## src/aes_pkg.sv

```systemverilog
// package: register map, field layout and setup codes for the acpi event block
package aes_pkg;
    localparam logic [7:0]  OFS_FIXED_STS  = 8'h00;
    localparam logic [7:0]  OFS_FIXED_EN   = 8'h02;
    localparam logic [7:0]  OFS_PWR_CTL    = 8'h04;
    localparam logic [7:0]  OFS_CMD_PORT   = 8'h06;
    localparam logic [7:0]  OFS_SETUP_INDEX  = 8'h0E;
    localparam logic [7:0]  OFS_GP_STS     = 8'h10;
    localparam logic [7:0]  OFS_GP_EN      = 8'h12;
    localparam logic [7:0]  OFS_SETUP_VAL  = 8'h14;

    // fixed event status / enable bit positions
    localparam int FB_TMR    = 0;
    localparam int FB_GBL    = 5;
    localparam int FB_PWRBTN = 8;
    localparam int FB_SLPBTN = 9;
    localparam int FB_RTC    = 10;
    localparam int FB_WAKE   = 15;
    localparam logic [15:0] FIXED_EN_MASK = 16'h0721;

    // power control bit positions
    localparam int PC_SCI_EN  = 0;
    localparam int PC_GLOBAL_RELEASE = 2;
    localparam int PC_SLP_TYP_LO = 10;
    localparam int PC_SLEEP_ENTRY  = 13;
    localparam logic [15:0] PWR_CTL_MASK = 16'h1C05;

    localparam int TMR_CARRY_BIT = 23;

    // setup index codes
    localparam logic [7:0] IDX_NOP      = 8'h00;
    localparam logic [7:0] IDX_GPIO_LO  = 8'h10;
    localparam logic [7:0] IDX_GPIO_HI  = 8'h17;
    localparam logic [7:0] IDX_IRQ_LO   = 8'h30;
    localparam logic [7:0] IDX_IRQ_HI   = 8'h3F;
    localparam logic [7:0] IDX_IRQ_CASC = 8'h32;
    localparam logic [7:0] IDX_IRQ_FPU  = 8'h3D;
    localparam logic [7:0] IDX_GBL      = 8'h40;
    localparam logic [7:0] IDX_SCI_IRQ  = 8'h41;
    localparam logic [7:0] IDX_RD_EN    = 8'h42;
    localparam logic [7:0] IDX_ATOMIC   = 8'h43;
    localparam logic [7:0] IDX_VIDEO    = 8'h50;
    localparam logic [7:0] IDX_AUD_LO   = 8'h60;
    localparam logic [7:0] IDX_AUD_HI   = 8'h63;
    localparam logic [7:0] IDX_AUDIO    = 8'h64;

    // mapping data codes
    localparam logic [7:0] MAP_NONE   = 8'h00;
    localparam logic [7:0] MAP_PWRBTN = 8'h08;
    localparam logic [7:0] MAP_SLPBTN = 8'h09;
    localparam logic [7:0] MAP_RTC    = 8'h0A;
    localparam logic [7:0] MAP_GP_LO  = 8'h10;
    localparam logic [7:0] MAP_GP_HI  = 8'h1F;

    localparam logic [3:0] SCI_IRQ_DEFAULT = 4'h9;
    localparam logic [3:0] RTC_IRQ         = 4'h8;
    localparam int         GPIO_N = 8;
    localparam int         IRQ_N  = 16;

    // command port values switching delivery mode
    localparam logic [7:0] CMD_ACPI_ON  = 8'h01;
    localparam logic [7:0] CMD_ACPI_OFF = 8'h02;

    typedef struct packed {
        logic        wr;
        logic        rd;
        logic [7:0]  addr;
        logic [31:0] wdata;
    } aes_bus_req_t;

    typedef struct packed {
        logic        gpio_set;
        logic        lid_set;
        logic        irq_set;
        logic [3:0]  target;
    } aes_evt_t;
endpackage : aes_pkg

```

## src/aes_edge_det.sv

```systemverilog
// edge detector for a vector of inputs with per-bit edge selection
`timescale 1ns/1ps
`default_nettype none
module aes_edge_det
    import aes_pkg::*;
#(
    parameter int WIDTH = 8
)(
    input  wire logic             i_sys_clk,  // system clock
    input  wire logic             i_rst,      // sync reset
    input  wire logic [WIDTH-1:0] i_level,    // sampled levels
    input  wire logic [WIDTH-1:0] i_rise_en,  // detect rising edge
    input  wire logic [WIDTH-1:0] i_fall_en,  // detect falling edge
    output logic      [WIDTH-1:0] o_edge      // selected edge pulse
);
    if (WIDTH < 1)
    begin : gen_bad_width
        $error("aes_edge_det: WIDTH must be positive");
    end

    logic [WIDTH-1:0] prev_r;
    logic [WIDTH-1:0] prev_nxt;

    always_comb prev_nxt = i_level;

    always_ff @(posedge i_sys_clk)
    begin
        if (i_rst)
            prev_r <= '0;
        else
            prev_r <= prev_nxt;
    end

    assign o_edge = (i_level & ~prev_r & i_rise_en) | (~i_level & prev_r & i_fall_en);
endmodule : aes_edge_det
`default_nettype wire

```

## src/aes_map_decode.sv

```systemverilog
// decodes a mapping code into one-hot fixed and general purpose targets
`timescale 1ns/1ps
`default_nettype none
module aes_map_decode
    import aes_pkg::*;
(
    input  wire logic [7:0]  i_code,      // mapping data code
    input  wire logic        i_hit,       // event present
    output logic      [15:0] o_fixed,     // fixed status set vector
    output logic      [15:0] o_gp         // gp status set vector
);
    always_comb
    begin
        o_fixed = '0;
        o_gp    = '0;
        if (i_hit)
        begin
            if (i_code == MAP_PWRBTN)
                o_fixed[FB_PWRBTN] = 1'b1;
            else if (i_code == MAP_SLPBTN)
                o_fixed[FB_SLPBTN] = 1'b1;
            else if (i_code == MAP_RTC)
                o_fixed[FB_RTC] = 1'b1;
            else if (i_code >= MAP_GP_LO && i_code <= MAP_GP_HI)
                o_gp[i_code[3:0]] = 1'b1;
        end
    end
endmodule : aes_map_decode
`default_nettype wire

```

## src/aes_event_ctrl.sv

```systemverilog
// acpi fixed and general purpose event status, enable, control and setup pair
`timescale 1ns/1ps
`default_nettype none
module aes_event_ctrl
    import aes_pkg::*;
#(
    parameter int N_GPIO = GPIO_N,
    parameter int N_IRQ  = IRQ_N
)(
    input  wire logic        i_sys_clk,      // system clock, 25 MHz
    input  wire logic        i_rst,          // sync reset, active high
    input  wire logic        i_io_wr,        // io write strobe, one cycle
    input  wire logic        i_io_rd,        // io read strobe, one cycle
    input  wire logic [7:0]  i_io_addr,      // byte offset from base
    input  wire logic [31:0] i_io_wdata,     // write data, low aligned
    output logic      [31:0] o_io_rdata,     // read data, registered
    output logic             o_io_rvalid,    // read data valid pulse
    input  wire logic [7:0]  i_gpio,         // gpio pin levels
    input  wire logic [15:0] i_irq,          // irq line levels
    input  wire logic        i_rtc_alarm,    // alarm event pulse
    input  wire logic [23:0] i_acpi_timer,   // free running timer count
    input  wire logic        i_sleeping,     // system in sleep state
    output logic             o_sci,          // system control interrupt
    output logic             o_smi,          // management interrupt
    output logic [3:0]       o_sci_irq,      // irq line for sci
    output logic             o_sleep_req,    // sleep entry pulse
    output logic [2:0]       o_sleep_type,   // sleep type with request
    output logic             o_gbl_release,  // firmware event pulse
    output logic             o_atomic_req,   // atomic sequence pulse
    output logic [31:0]      o_atomic_addr,  // atomic sequence address
    output logic             o_video_pwr,    // video power on
    output logic [1:0]       o_audio_pwr,    // audio power code
    output logic             o_audio_smi,    // audio soft smi pulse
    output logic [1:0]       o_audio_smi_sel,// audio soft smi number
    output logic [15:0]      o_audio_smi_val // audio soft smi value
);
    if (N_GPIO != GPIO_N || N_IRQ != IRQ_N)
    begin : gen_bad_size
        $error("aes_event_ctrl: only 8 gpio and 16 irq supported");
    end

    function automatic logic idx_valid(input logic [15:0] v);
        logic [7:0] b;
        b = v[7:0];
        idx_valid = (v[15:8] == 8'h00) &&
            ((b == IDX_NOP) || (b >= IDX_GPIO_LO && b <= IDX_GPIO_HI) ||
             (b >= IDX_IRQ_LO && b <= IDX_IRQ_HI) ||
             (b >= IDX_GBL && b <= IDX_ATOMIC) || (b == IDX_VIDEO) ||
             (b >= IDX_AUD_LO && b <= IDX_AUDIO));
    endfunction : idx_valid

    function automatic logic sci_line_ok(input logic [31:0] v);
        sci_line_ok = (v >= 32'h3 && v <= 32'h7) || (v >= 32'h9 && v <= 32'hC) ||
                      (v == 32'hE) || (v == 32'hF);
    endfunction : sci_line_ok

    function automatic logic map_ok(input logic [7:0] c);
        map_ok = (c == MAP_NONE) || (c == MAP_PWRBTN) || (c == MAP_SLPBTN) ||
                 (c >= MAP_GP_LO && c <= MAP_GP_HI);
    endfunction : map_ok

    logic [15:0] fsts_r, fsts_nxt;
    logic [15:0] fen_r, fen_nxt;
    logic [15:0] pctl_r, pctl_nxt;
    logic [15:0] gsts_r, gsts_nxt;
    logic [15:0] gen_r, gen_nxt;
    logic [15:0] sidx_r, sidx_nxt;
    logic [7:0]  gmap_r [GPIO_N];
    logic [7:0]  gmap_nxt [GPIO_N];
    logic [1:0]  gedge_r [GPIO_N];
    logic [1:0]  gedge_nxt [GPIO_N];
    logic [7:0]  imap_r [IRQ_N];
    logic [7:0]  imap_nxt [IRQ_N];
    logic [3:0]  sciq_r, sciq_nxt;
    logic        rden_r, rden_nxt;
    logic        tmr_prev_r;
    logic [31:0] rdata_r, rdata_nxt;
    logic        rvalid_r;
    logic        slp_r, slp_nxt;
    logic [2:0]  slpt_r, slpt_nxt;
    logic        rls_r, rls_nxt;
    logic        atom_r, atom_nxt;
    logic [31:0] aaddr_r, aaddr_nxt;
    logic        vid_r, vid_nxt;
    logic [1:0]  aud_r, aud_nxt;
    logic        asmi_r, asmi_nxt;
    logic [1:0]  asel_r, asel_nxt;
    logic [15:0] aval_r, aval_nxt;

    aes_bus_req_t req;
    assign req = '{wr: i_io_wr, rd: i_io_rd, addr: i_io_addr, wdata: i_io_wdata};

    logic [7:0]  rise_en, fall_en, gpio_edge;
    logic [15:0] irq_edge;
    logic [15:0] gset_fixed [GPIO_N];
    logic [15:0] gset_gp [GPIO_N];
    logic [15:0] iset_fixed [IRQ_N];
    logic [15:0] iset_gp [IRQ_N];

    always_comb
    begin
        for (int k = 0; k < GPIO_N; k++)
        begin
            rise_en[k] = gedge_r[k][1];
            fall_en[k] = gedge_r[k][0];
        end
    end

    aes_edge_det #(.WIDTH(GPIO_N)) u_gpio_edge (
        .i_sys_clk (i_sys_clk),
        .i_rst     (i_rst),
        .i_level   (i_gpio),
        .i_rise_en (rise_en),
        .i_fall_en (fall_en),
        .o_edge    (gpio_edge)
    );

    aes_edge_det #(.WIDTH(IRQ_N)) u_irq_edge (
        .i_sys_clk (i_sys_clk),
        .i_rst     (i_rst),
        .i_level   (i_irq),
        .i_rise_en ('1),
        .i_fall_en ('0),
        .o_edge    (irq_edge)
    );

    genvar g;
    generate
        for (g = 0; g < GPIO_N; g++)
        begin : gen_gmap
            aes_map_decode u_dec (
                .i_code  (gmap_r[g]),
                .i_hit   (gpio_edge[g]),
                .o_fixed (gset_fixed[g]),
                .o_gp    (gset_gp[g])
            );
        end
        for (g = 0; g < IRQ_N; g++)
        begin : gen_imap
            aes_map_decode u_dec (
                .i_code  (imap_r[g]),
                .i_hit   (irq_edge[g] & i_sleeping),
                .o_fixed (iset_fixed[g]),
                .o_gp    (iset_gp[g])
            );
        end
    endgenerate

    logic [15:0] fset, gset;
    logic        wake_evt;
    logic [7:0]  sidx_b;
    logic        sval_wr;
    logic [31:0] sval_rd;
    assign sidx_b  = sidx_r[7:0];
    assign sval_wr = req.wr && req.addr == OFS_SETUP_VAL;

    always_comb
    begin
        fset = '0;
        gset = '0;
        for (int k = 0; k < GPIO_N; k++)
        begin
            fset = fset | gset_fixed[k];
            gset = gset | gset_gp[k];
        end
        for (int k = 0; k < IRQ_N; k++)
        begin
            fset = fset | iset_fixed[k];
            gset = gset | iset_gp[k];
        end
        if (i_rtc_alarm)
            fset[FB_RTC] = 1'b1;
        if (i_acpi_timer[TMR_CARRY_BIT] != tmr_prev_r)
            fset[FB_TMR] = 1'b1;
        if (sval_wr && sidx_b == IDX_GBL)
            fset[FB_GBL] = 1'b1;
        wake_evt = i_sleeping &&
            (|(fset & fen_r & ~(16'h1 << FB_TMR)) || |(gset & gen_r));
        if (wake_evt)
            fset[FB_WAKE] = 1'b1;
    end

    // hardware set wins over a same-cycle write-one clear
    always_comb
    begin
        fsts_nxt = fsts_r;
        fen_nxt  = fen_r;
        pctl_nxt = pctl_r;
        gsts_nxt = gsts_r;
        gen_nxt  = gen_r;
        sidx_nxt = sidx_r;
        sciq_nxt = sciq_r;
        rden_nxt = rden_r;
        slp_nxt  = 1'b0;
        slpt_nxt = slpt_r;
        rls_nxt  = 1'b0;
        atom_nxt = 1'b0;
        aaddr_nxt = aaddr_r;
        vid_nxt  = vid_r;
        aud_nxt  = aud_r;
        asmi_nxt = 1'b0;
        asel_nxt = asel_r;
        aval_nxt = aval_r;
        for (int k = 0; k < GPIO_N; k++)
        begin
            gmap_nxt[k]  = gmap_r[k];
            gedge_nxt[k] = gedge_r[k];
        end
        for (int k = 0; k < IRQ_N; k++)
            imap_nxt[k] = imap_r[k];
        if (req.wr)
        begin
            unique case (req.addr)
                OFS_FIXED_STS: fsts_nxt = fsts_r & ~req.wdata[15:0];
                OFS_FIXED_EN:  fen_nxt  = req.wdata[15:0] & FIXED_EN_MASK;
                OFS_PWR_CTL:
                begin
                    pctl_nxt = req.wdata[15:0] & PWR_CTL_MASK;
                    pctl_nxt[PC_SCI_EN] = pctl_r[PC_SCI_EN];
                    if (req.wdata[PC_SLEEP_ENTRY])
                    begin
                        slp_nxt  = 1'b1;
                        slpt_nxt = req.wdata[PC_SLP_TYP_LO +: 3];
                    end
                    rls_nxt = req.wdata[PC_GLOBAL_RELEASE];
                end
                OFS_CMD_PORT:
                begin
                    if (req.wdata[7:0] == CMD_ACPI_ON)
                        pctl_nxt[PC_SCI_EN] = 1'b1;
                    else if (req.wdata[7:0] == CMD_ACPI_OFF)
                        pctl_nxt[PC_SCI_EN] = 1'b0;
                end
                OFS_SETUP_INDEX:
                    if (idx_valid(req.wdata[15:0]))
                        sidx_nxt = req.wdata[15:0];
                OFS_GP_STS:    gsts_nxt = gsts_r & ~req.wdata[15:0];
                OFS_GP_EN:     gen_nxt  = req.wdata[15:0];
                OFS_SETUP_VAL:
                begin
                    if (sidx_b >= IDX_GPIO_LO && sidx_b <= IDX_GPIO_HI &&
                        map_ok(req.wdata[7:0]))
                    begin
                        gmap_nxt[sidx_b[2:0]]  = req.wdata[7:0];
                        gedge_nxt[sidx_b[2:0]] = req.wdata[9:8];
                    end
                    else if (sidx_b >= IDX_IRQ_LO && sidx_b <= IDX_IRQ_HI &&
                             sidx_b != IDX_IRQ_CASC && sidx_b != IDX_IRQ_FPU)
                        imap_nxt[sidx_b[3:0]] = req.wdata[7:0];
                    else if (sidx_b == IDX_SCI_IRQ && sci_line_ok(req.wdata))
                        sciq_nxt = req.wdata[3:0];
                    else if (sidx_b == IDX_RD_EN)
                        rden_nxt = 1'b1;
                    else if (sidx_b == IDX_ATOMIC)
                    begin
                        atom_nxt  = 1'b1;
                        aaddr_nxt = req.wdata;
                    end
                    else if (sidx_b == IDX_VIDEO)
                        vid_nxt = req.wdata[0];
                    else if (sidx_b >= IDX_AUD_LO && sidx_b <= IDX_AUD_HI)
                    begin
                        asmi_nxt = 1'b1;
                        asel_nxt = sidx_b[1:0];
                        aval_nxt = req.wdata[15:0];
                    end
                    else if (sidx_b == IDX_AUDIO)
                        aud_nxt = req.wdata[1:0];
                end
                default: ;
            endcase
        end
        fsts_nxt = fsts_nxt | fset;
        gsts_nxt = gsts_nxt | gset;
    end

    // index hold persists for a read of the mapping tables
    always_comb
    begin
        sval_rd = '0;
        if (sidx_b >= IDX_GPIO_LO && sidx_b <= IDX_GPIO_HI)
            sval_rd = {22'h0, gedge_r[sidx_b[2:0]], gmap_r[sidx_b[2:0]]};
        else if (sidx_b >= IDX_IRQ_LO && sidx_b <= IDX_IRQ_HI)
            sval_rd = {24'h0, imap_r[sidx_b[3:0]]};
        else if (sidx_b == IDX_SCI_IRQ)
            sval_rd = {28'h0, sciq_r};
        else if (sidx_b == IDX_ATOMIC)
            sval_rd = aaddr_r;
        else if (sidx_b == IDX_VIDEO)
            sval_rd = {31'h0, vid_r};
        else if (sidx_b == IDX_AUDIO)
            sval_rd = {30'h0, aud_r};
    end

    always_comb
    begin
        rdata_nxt = '0;
        if (req.rd && rden_r)
        begin
            unique case (req.addr)
                OFS_FIXED_STS: rdata_nxt = {16'h0, fsts_r};
                OFS_FIXED_EN:  rdata_nxt = {16'h0, fen_r};
                OFS_PWR_CTL:   rdata_nxt = {16'h0, pctl_r};
                OFS_SETUP_INDEX: rdata_nxt = {16'h0, sidx_r};
                OFS_GP_STS:    rdata_nxt = {16'h0, gsts_r};
                OFS_GP_EN:     rdata_nxt = {16'h0, gen_r};
                OFS_SETUP_VAL: rdata_nxt = sval_rd;
                default:       rdata_nxt = '0;
            endcase
        end
    end

    always_ff @(posedge i_sys_clk)
    begin
        if (i_rst)
        begin
            fsts_r <= '0;
            fen_r  <= '0;
            pctl_r <= '0;
            gsts_r <= '0;
            gen_r  <= '0;
            sidx_r <= '0;
            sciq_r <= SCI_IRQ_DEFAULT;
            rden_r <= 1'b0;
            tmr_prev_r <= 1'b0;
            rdata_r  <= '0;
            rvalid_r <= 1'b0;
            slp_r  <= 1'b0;
            slpt_r <= '0;
            rls_r  <= 1'b0;
            atom_r <= 1'b0;
            aaddr_r <= '0;
            vid_r  <= 1'b1;
            aud_r  <= '0;
            asmi_r <= 1'b0;
            asel_r <= '0;
            aval_r <= '0;
            for (int k = 0; k < GPIO_N; k++)
            begin
                gmap_r[k]  <= MAP_NONE;
                gedge_r[k] <= '0;
            end
            for (int k = 0; k < IRQ_N; k++)
                imap_r[k] <= (k == int'(RTC_IRQ)) ? MAP_RTC : MAP_NONE;
        end
        else
        begin
            fsts_r <= fsts_nxt;
            fen_r  <= fen_nxt;
            pctl_r <= pctl_nxt;
            gsts_r <= gsts_nxt;
            gen_r  <= gen_nxt;
            sidx_r <= sidx_nxt;
            sciq_r <= sciq_nxt;
            rden_r <= rden_nxt;
            // timer reset value has bit 23 low, so zero start is consistent
            tmr_prev_r <= i_acpi_timer[TMR_CARRY_BIT];
            rdata_r  <= rdata_nxt;
            rvalid_r <= req.rd;
            slp_r  <= slp_nxt;
            slpt_r <= slpt_nxt;
            rls_r  <= rls_nxt;
            atom_r <= atom_nxt;
            aaddr_r <= aaddr_nxt;
            vid_r  <= vid_nxt;
            aud_r  <= aud_nxt;
            asmi_r <= asmi_nxt;
            asel_r <= asel_nxt;
            aval_r <= aval_nxt;
            for (int k = 0; k < GPIO_N; k++)
            begin
                gmap_r[k]  <= gmap_nxt[k];
                gedge_r[k] <= gedge_nxt[k];
            end
            for (int k = 0; k < IRQ_N; k++)
                imap_r[k] <= imap_nxt[k];
        end
    end

    logic pending;
    assign pending = |(fsts_r & fen_r) | |(gsts_r & gen_r);
    assign o_sci   = pending & pctl_r[PC_SCI_EN];
    assign o_smi   = pending & ~pctl_r[PC_SCI_EN];
    assign o_sci_irq     = sciq_r;
    assign o_io_rdata    = rdata_r;
    assign o_io_rvalid   = rvalid_r;
    assign o_sleep_req   = slp_r;
    assign o_sleep_type  = slpt_r;
    assign o_gbl_release = rls_r;
    assign o_atomic_req  = atom_r;
    assign o_atomic_addr = aaddr_r;
    assign o_video_pwr   = vid_r;
    assign o_audio_pwr   = aud_r;
    assign o_audio_smi   = asmi_r;
    assign o_audio_smi_sel = asel_r;
    assign o_audio_smi_val = aval_r;
endmodule : aes_event_ctrl
`default_nettype wire

```

## config.mk

```make
export PLATFORM = sky130hd
export DESIGN_NAME = aes_event_ctrl
export DESIGN_NICKNAME = d
export VERILOG_FILES = /design/src/aes_pkg.sv /design/src/aes_edge_det.sv /design/src/aes_map_decode.sv /design/src/aes_event_ctrl.sv
export SDC_FILE = /design/constraint.sdc
export NUM_CORES = 1
export LEC_CHECK = 0
export ABC_AREA = 1
export BUFFER_PORTS_ARGS = -buffer_cell sky130_fd_sc_hd__clkbuf_2
export CELL_PAD_IN_SITES_DETAIL_PLACEMENT = 1
export CELL_PAD_IN_SITES_GLOBAL_PLACEMENT = 1
export CORE_MARGIN = 2
export CORE_UTILIZATION = 43
export DETAILED_ROUTE_END_ITERATION = 7
export PLACE_DENSITY = 0.81
export SLEW_MARGIN = 20
export SYNTH_ARGS = -nofsm -noshare
export SYNTH_HDL_FRONTEND = slang
export SYNTH_HIERARCHICAL = 1
export SYNTH_SLANG_ARGS = --single-unit
```

## constraint.sdc

```tcl
create_clock -name i_sys_clk -period 2.9 [get_ports i_sys_clk]
set_input_delay 0.435 -clock i_sys_clk [delete_from_list [all_inputs] [get_ports i_sys_clk]]
set_output_delay 0.435 -clock i_sys_clk [all_outputs]
set_load 0.01 [all_outputs]
```

==> results of run 1 <==
==> where the power goes <==
group / internal, mW / switching [mW] / total [mW]
logic: 0.161 / 0.487 / 0.648
clock network: 3.71 / 2.67 / 6.39
registers: 5.65 / 0.0181 / 5.67
==> worst max-delay path: stages (launching register included) <==
cell	delay (ns)
dfxtp_1	0.34
inv_1	0.05
nand3_1	0.06
nand2_1	0.11
nand2_1	0.12
inv_1	0.10
nand2_1	0.12
nor2_1	0.08
nand2_1	0.10
nor2_1	0.05
nor2_1	0.09
nand2_1	0.09
nor2_1	0.27
nand3_1	0.29
nand2_1	0.18
nand4_1	0.10
nor2_1	0.13
nand2_1	0.07
nand2_1	0.10
a21oi_1	0.07
==> final cells by class <==
cell class                      count  share of cell area
Sequential cell                   409               0.262
Antenna cell                        1           0.0000799
Timing Repair Buffer              276              0.0569
Inverter                          668              0.0803
Multi-Input combinational cell   3563               0.515
Clock inverter                     20             0.00755
Tap cell                          864              0.0345
Clock buffer                       69              0.0444
==> cell families after synthesis <==
family,synth area share
xor gates and xnor gates,0.000612
AOI/OAI and AO/OA,0.138
DFF,0.286
buffers and inverters,0.193
and+or+nand+nor,0.379
other,0.00341
==> sequential cells by signal, summed over array words and instances (netlist names), 32 cells and up, named ones only <==
name / cells
o_io_rdata: 32
o_atomic_addr: 32
imap_r: 128
gmap_r: 64
==> path summary, 6_finish.rpt <==
kind,depth (start not counted),endpoint,start
setup / recovery,19,fsts_r[15]$_SDFF_PP0_,u_irq_edge/prev_r[15]$_SDFF_PP0_
hold / removal,3,u_gpio_edge/prev_r[5]$_SDFF_PP0_,i_gpio[5]
setup reg to reg,19,fsts_r[15]$_SDFF_PP0_,u_irq_edge/prev_r[15]$_SDFF_PP0_
hold reg to reg,2,o_io_rdata[19]$_SDFF_PP0_,o_atomic_addr[19]$_SDFFE_PP0P_
==> routing by layer <==
layer	vias up	track usage	wire, um
met1	14397	0.409	48200
met5	-	0	0
met2	891	0.551	52800
met4	0	0.149	5760
li1	14782	-	-
met3	258	0.0412	6350
==> cell usage in the layout (no fill, tap or decap), drive strengths merged, types with 17 or more instances in the layout <==
cell type	n
nor4	71
buf	108
a21oi	326
nor2	1122
nor3	67
inv	665
clkinv	18
dfxtp	409
nand2	935
o21ai	260
nand3	276
a211oi	58
clkbuf	237
conb	344
nand4	17
==> metrics by stage <==
stage	instance area, um^2	util	hold slack [ns]	setup slack (ns)
6_report	31300	0.475	0.0430	0.246
5_1_grt	31300	0.475	0.0384	0.0713
4_1_cts	31300	0.475	0.0188	0.281
3_5_place_dp	29700	0.450	0.451	0.113
3_3_place_gp	29700	0.450	0.441	0.139
2_1_floorplan	29800	-	0.432	0.727
==> timing repair <==
item,in CTS,in global routing
endpoints found under the hold margin,0,0
resized for setup,0,1
endpoints found under the setup margin,0,1
==> flow_summary_export.csv, run 1 <==
group,metric,value,unit
floorplanning,die-area,68600,um^2
run_status,outcome,"complete, no violations",
routing,via_count,30328,
clocking,hold_buffers,0,
grt,grt_pass1_wl,171000,um
timing,max_freq,0.377,GHz
power,ir_drop,404,uV
finish,syn2layout_area_growth,9.41,%
floorplanning,start_util,0.434,
clocking,postCtsSetupRepairBufs,0,
clocking,numCtsBuffers,48,
synthesis,yosys_register_bits,409,
worst_setup_path,rrSetupSlack,0.25,ns
grt,grt_overflow,0,
clocking,insertion_delay,0.62,ns
synthesis,syn_area_per_cell,5.97,um^2
routing,wl_per_cell,19.3,um
finish,instances_no_fill,5870,
synthesis,yosys_warnings,6,
clocking,root_buffer,"clkbuf_16",
synthesis,syn_inst,4789,
clocking,cts.reportedPaths.clkPinSlew,0.06,ns
job,maxCapViolCount,0,
synthesis,ys_top_cells_by_area,"dfxtp_1, nor2_1, nand2_1",
routing,ant_nets,0,
clocking,cts_sinks,409,
finish,regArea,8190,um^2
synthesis,synth_most_common_cell,"nor2_1",
placed_design,io_buffers,169,
timing,maxSlewViolCount,0,
timing,hold_viol_final,0,
timing,finalCritPeriodShare,0.915,
worst_setup_path,critPathKind,"flop to flop",
synthesis,yosys-top-cells-count,"nor2_1, nand2_1, inv_1, dfxtp_1, a21oi_1",
synthesis,yosys_most_used_dff,"dfxtp_1",
worst_setup_path,arrival,3.13,ns
power,total_power,12.7,mW
grt,grt_pass1_vias,29796,
timing,finClkSkew,0.0217,ns
timing,maxSlewHeadroom,0.411,
timing,worst_pin_slew,0.875,ns
synthesis,synth_cell_types,57,
synthesis,ys_seq_area_frac,0.286,
floorplanning,num_rows,94,
synthesis,synth-async-reset-ratio,0,
synthesis,synth_edf_count,0,
timing,setup_tns,0,ns
synthesis,synth_area,28600,um^2
floorplanning,die_height,262,um
clocking,clock_path_buffers,3,
finish,nNetsFinal,5060,
finish,drive_gt1_frac,0.132,
floorplanning,coreArea,65900,um^2
timing,rsz0062_at_grt,"false",
timing,final-setup-viol-count,0,
synthesis,synth_top_area_cell,"dfxtp_1",
grt,antenna_found_initial,4,
routing,drt_iter0_drc,2249,
routing,drc,0,
timing,period_minus_slack,2.65,ns
routing,viasPerCell,5.17,
power,p_per_area,406,nW/um^2
placed_design,post-place-cells,5780,
clocking,h-tree-depth,2,
worst_setup_path,cp-end-kind,"flop",
min_path,hp-class,"primary input to flop",
worst_setup_path,cp.required,3.38,ns
synthesis,synth_top_area_share,0.286,
clocking,cts_tree,"done",
worst_setup_path,startpoint_type,"flop",
grt,track_usage,0.324,
routing,drt_pass1_iterations,5,
placed_design,globalplace.congestion,0.968,
grt,grt_start_max_net_pins,96,
power,leakage,14.1,nW
finish,fill_cells,9410,
finish,multi_input_area,16100,um^2
routing,routed_wl,113000,um
floorplanning,fp.dieW,262,um
floorplanning,num_io_pins,193,
worst_setup_path,cp_max_fo,3,
placed_design,detailedPlacementHpwl,87400,um
Note: power is estimated with default switching activity, not from simulation.
==> run 2: changes to the inputs <==
Settings changed: REMOVE_ABC_BUFFERS from default to 1.
==> run 2 against run 1 <==
Compared with the run above: sequential cell count unchanged; worst hold slack got worse by 0.017 ns; clock skew rose by 0.045 ns; fmax decreased by 0.12%; largest cell class unchanged; global-route usage rose by 0.075 points; non-clock buffer count rose by 50; total power grew 3.8%; register-to-register slack about the same; utilization increased by 0.79 points; sequential power hardly changed; worst setup slack lost 0.0033 ns; combinational power grew 2%; largest power group unchanged.
==> flow_summary_export.csv, run 2 (synthesis gave the netlist of run 1 again) <==
group,metric,value,unit
grt,grt_pass1_vias,29623,
power,p_clk_frac,0.520,
floorplanning,start_util,0.434,
clocking,insertion_delay,0.65,ns
routing,ant_nets,0,
placed_design,globalplace.congestion,0.996,
clocking,cts_sinks,409,
finish,regMostFlops,"imap_r",
timing,finalCritPeriodShare,0.916,
power,leakage,14.4,nW
routing,via_count,30749,
floorplanning,fp.dieW,262,um
timing,hold_viol_final,0,
grt,grt_overflow,0,
routing,wl_per_cell,19.2,um
grt,track_usage,0.325,
clocking,cts_tree,"done",
routing,viasPerCell,5.19,
timing,worst_pin_slew,0.790,ns
job,maxCapViolCount,0,
routing,drt_pass1_iterations,5,
timing,maxSlewHeadroom,0.471,
power,pwr-share-comb,0.050,
worst_setup_path,cp.required,3.38,ns
finish,layout_common_cells,"nor2_1, nand2_1, inv_1",
worst_setup_path,path_cells,"inv_1 > nand3_1 > nand2_1 > nand2_1 > inv_1 > buf_4 > nand3_1 > buf_4 > nor3_1 > nor2_1 > nand2_1 > nor2_1 > nand3_1 > nand2_1 > nand2_1 > nor2_1 > nand2_1 > nor2_1 > nand2_1 > nand2_1 > a21oi_1",
min_path,hp-class,"primary input to flop",
timing,final-setup-viol-count,0,
clocking,h-tree-depth,2,
timing,setup_tns,0,ns
routing,drt_iter0_drc,2667,
timing,period_minus_slack,2.66,ns
placed_design,detailedPlacementHpwl,87300,um
finish,nNetsFinal,5112,
worst_setup_path,critPathKind,"flop to flop",
clocking,root_buffer,"clkbuf_16",
finish,fill_cells,9377,
power,swShare,0.252,
clocking,numCtsBuffers,50,
placed_design,io_buffers,169,
worst_setup_path,startpoint_type,"flop",
timing,maxSlewViolCount,0,
power,p_per_area,414,nW/um^2
routing,routed_wl,114000,um
worst_setup_path,slowest_stage,"dfxtp_1",
worst_setup_path,path_buf_inv,4,
finish,largest_registers,"imap_r (128), gmap_r (64)",
routing,drc,0,
finish,final_common_cell,"nor2_1",
power,p_switching,3.33,mW
power,p_seq_frac,0.430,
clocking,clock_path_buffers,3,
finish,multi_input_area,16100,um^2
finish,largest_reg_flops,128,
clocking,cts.reportedPaths.clkPinSlew,0.06,ns
worst_setup_path,rrSetupSlack,0.24,ns
timing,rsz0062_at_grt,"false",
timing,max_freq,0.376,GHz
finish,syn2layout_area_growth,11.2,%
power,cellInternalPower,9.86,mW
worst_setup_path,cp_common_cell,"nand2_1",
floorplanning,num_io_pins,193,
finish,drive_gt1_frac,0.142,
power,ir_drop,371,uV
grt,grt_pass1_wl,172000,um
floorplanning,die_height,262,um
grt,antenna_found_initial,0,
finish,regArea,8190,um^2
floorplanning,num_rows,94,
worst_setup_path,cp_slowest_stage_delay,0.33,ns
grt,grt_start_max_net_pins,126,
worst_setup_path,arrival,3.14,ns
run_status,outcome,"complete, no violations",
clocking,postCtsSetupRepairBufs,0,
floorplanning,die-area,68600,um^2
power,total_power,13.2,mW
worst_setup_path,cp-end-kind,"flop",
worst_setup_path,cp_max_fo,3,
timing,finClkSkew,0.0668,ns
worst_setup_path,critical_path.top_delay_family,"simple AND/OR/NAND/NOR gates",
floorplanning,coreArea,65900,um^2
==> run 2: cell count changes in the layout (fill, tap and decap cells not counted), sizes merged <==
cell         delta
buf            +46
clkbuf          -5
dlygate4sd3     +4
bufinv          +3
clkinv          +3
clkinvlp        +3
==> run 2: through the flow <==
step	util	cells	hold WS (ns)	instance area (um^2)	worst slack, ns
after floorplan	-	4640	0.431	26800	-1.75
after global placement	0.455	5826	0.442	30000	0.0559
after detailed placement	0.455	5826	0.447	30000	0.0234
after CTS	0.483	5923	0.00209	31800	0.259
after global routing	0.483	5923	0.0179	31800	0.0309
final	0.483	5924	0.0260	31800	0.243
==> run 2: worst paths after layout <==
kind                                   start                               end  cells after the start
min                                i_gpio[2]  u_gpio_edge/prev_r[2]$_SDFF_PP0_                      3
max          u_irq_edge/prev_r[8]$_SDFF_PP0_             fsts_r[15]$_SDFF_PP0_                     21
min reg2reg          sidx_r[15]$_SDFFE_PP0P_           sidx_r[15]$_SDFFE_PP0P_                      2
max reg2reg  u_irq_edge/prev_r[8]$_SDFF_PP0_             fsts_r[15]$_SDFF_PP0_                     21
==> run 2: final cells by class <==
class                   count  area share
diodes                      1   0.0000786
clock buffers              64      0.0435
clock inverters            29      0.0122
inverters                 668      0.0790
multi-input cells        3563       0.507
flip-flops and latches    409       0.257
well taps                 864      0.0340
repair buffers            326      0.0673
==> run 2: worst register-to-register path, stage by stage, from the launching register on <==
cell	delay [ns]
dfxtp_1	0.33
inv_1	0.05
nand3_1	0.06
nand2_1	0.11
nand2_1	0.09
inv_1	0.07
buf_4	0.15
nand3_1	0.17
buf_4	0.15
nor3_1	0.04
nor2_1	0.10
nand2_1	0.05
nor2_1	0.24
nand3_1	0.26
nand2_1	0.12
nand2_1	0.06
nor2_1	0.10
nand2_1	0.06
nor2_1	0.09
nand2_1	0.06
nand2_1	0.11
a21oi_1	0.08
==> run 2: power groups by stage <==
stage	registers [mW]	clock network, mW	logic, mW
3_5_place_dp	5.79	0	0.625
3_3_place_gp	5.79	0	0.614
6_report	5.67	6.86	0.664
4_1_cts	5.67	6.93	0.635
5_1_grt	5.67	7.13	0.732
2_1_floorplan	5.79	0	0.279
==> run 2: routing by layer <==
| metal | GRT usage | vias up | share of wire |
|---|---|---|---|
| met5 | 0 | - | 0 |
| met4 | 0.106 | 0 | 0.033 |
| met3 | 0.0465 | 185 | 0.073 |
| met2 | 0.530 | 1026 | 0.45 |
| met1 | 0.441 | 14674 | 0.44 |
| li1 | - | 14864 | - |
==> run 2: repair_timing <==
item / in CTS / in global routing
setup endpoints to repair: 0 / 1
gates resized for setup: 0 / 3
hold buffers: 4 / 0
endpoints found under the hold margin: 4 / 0
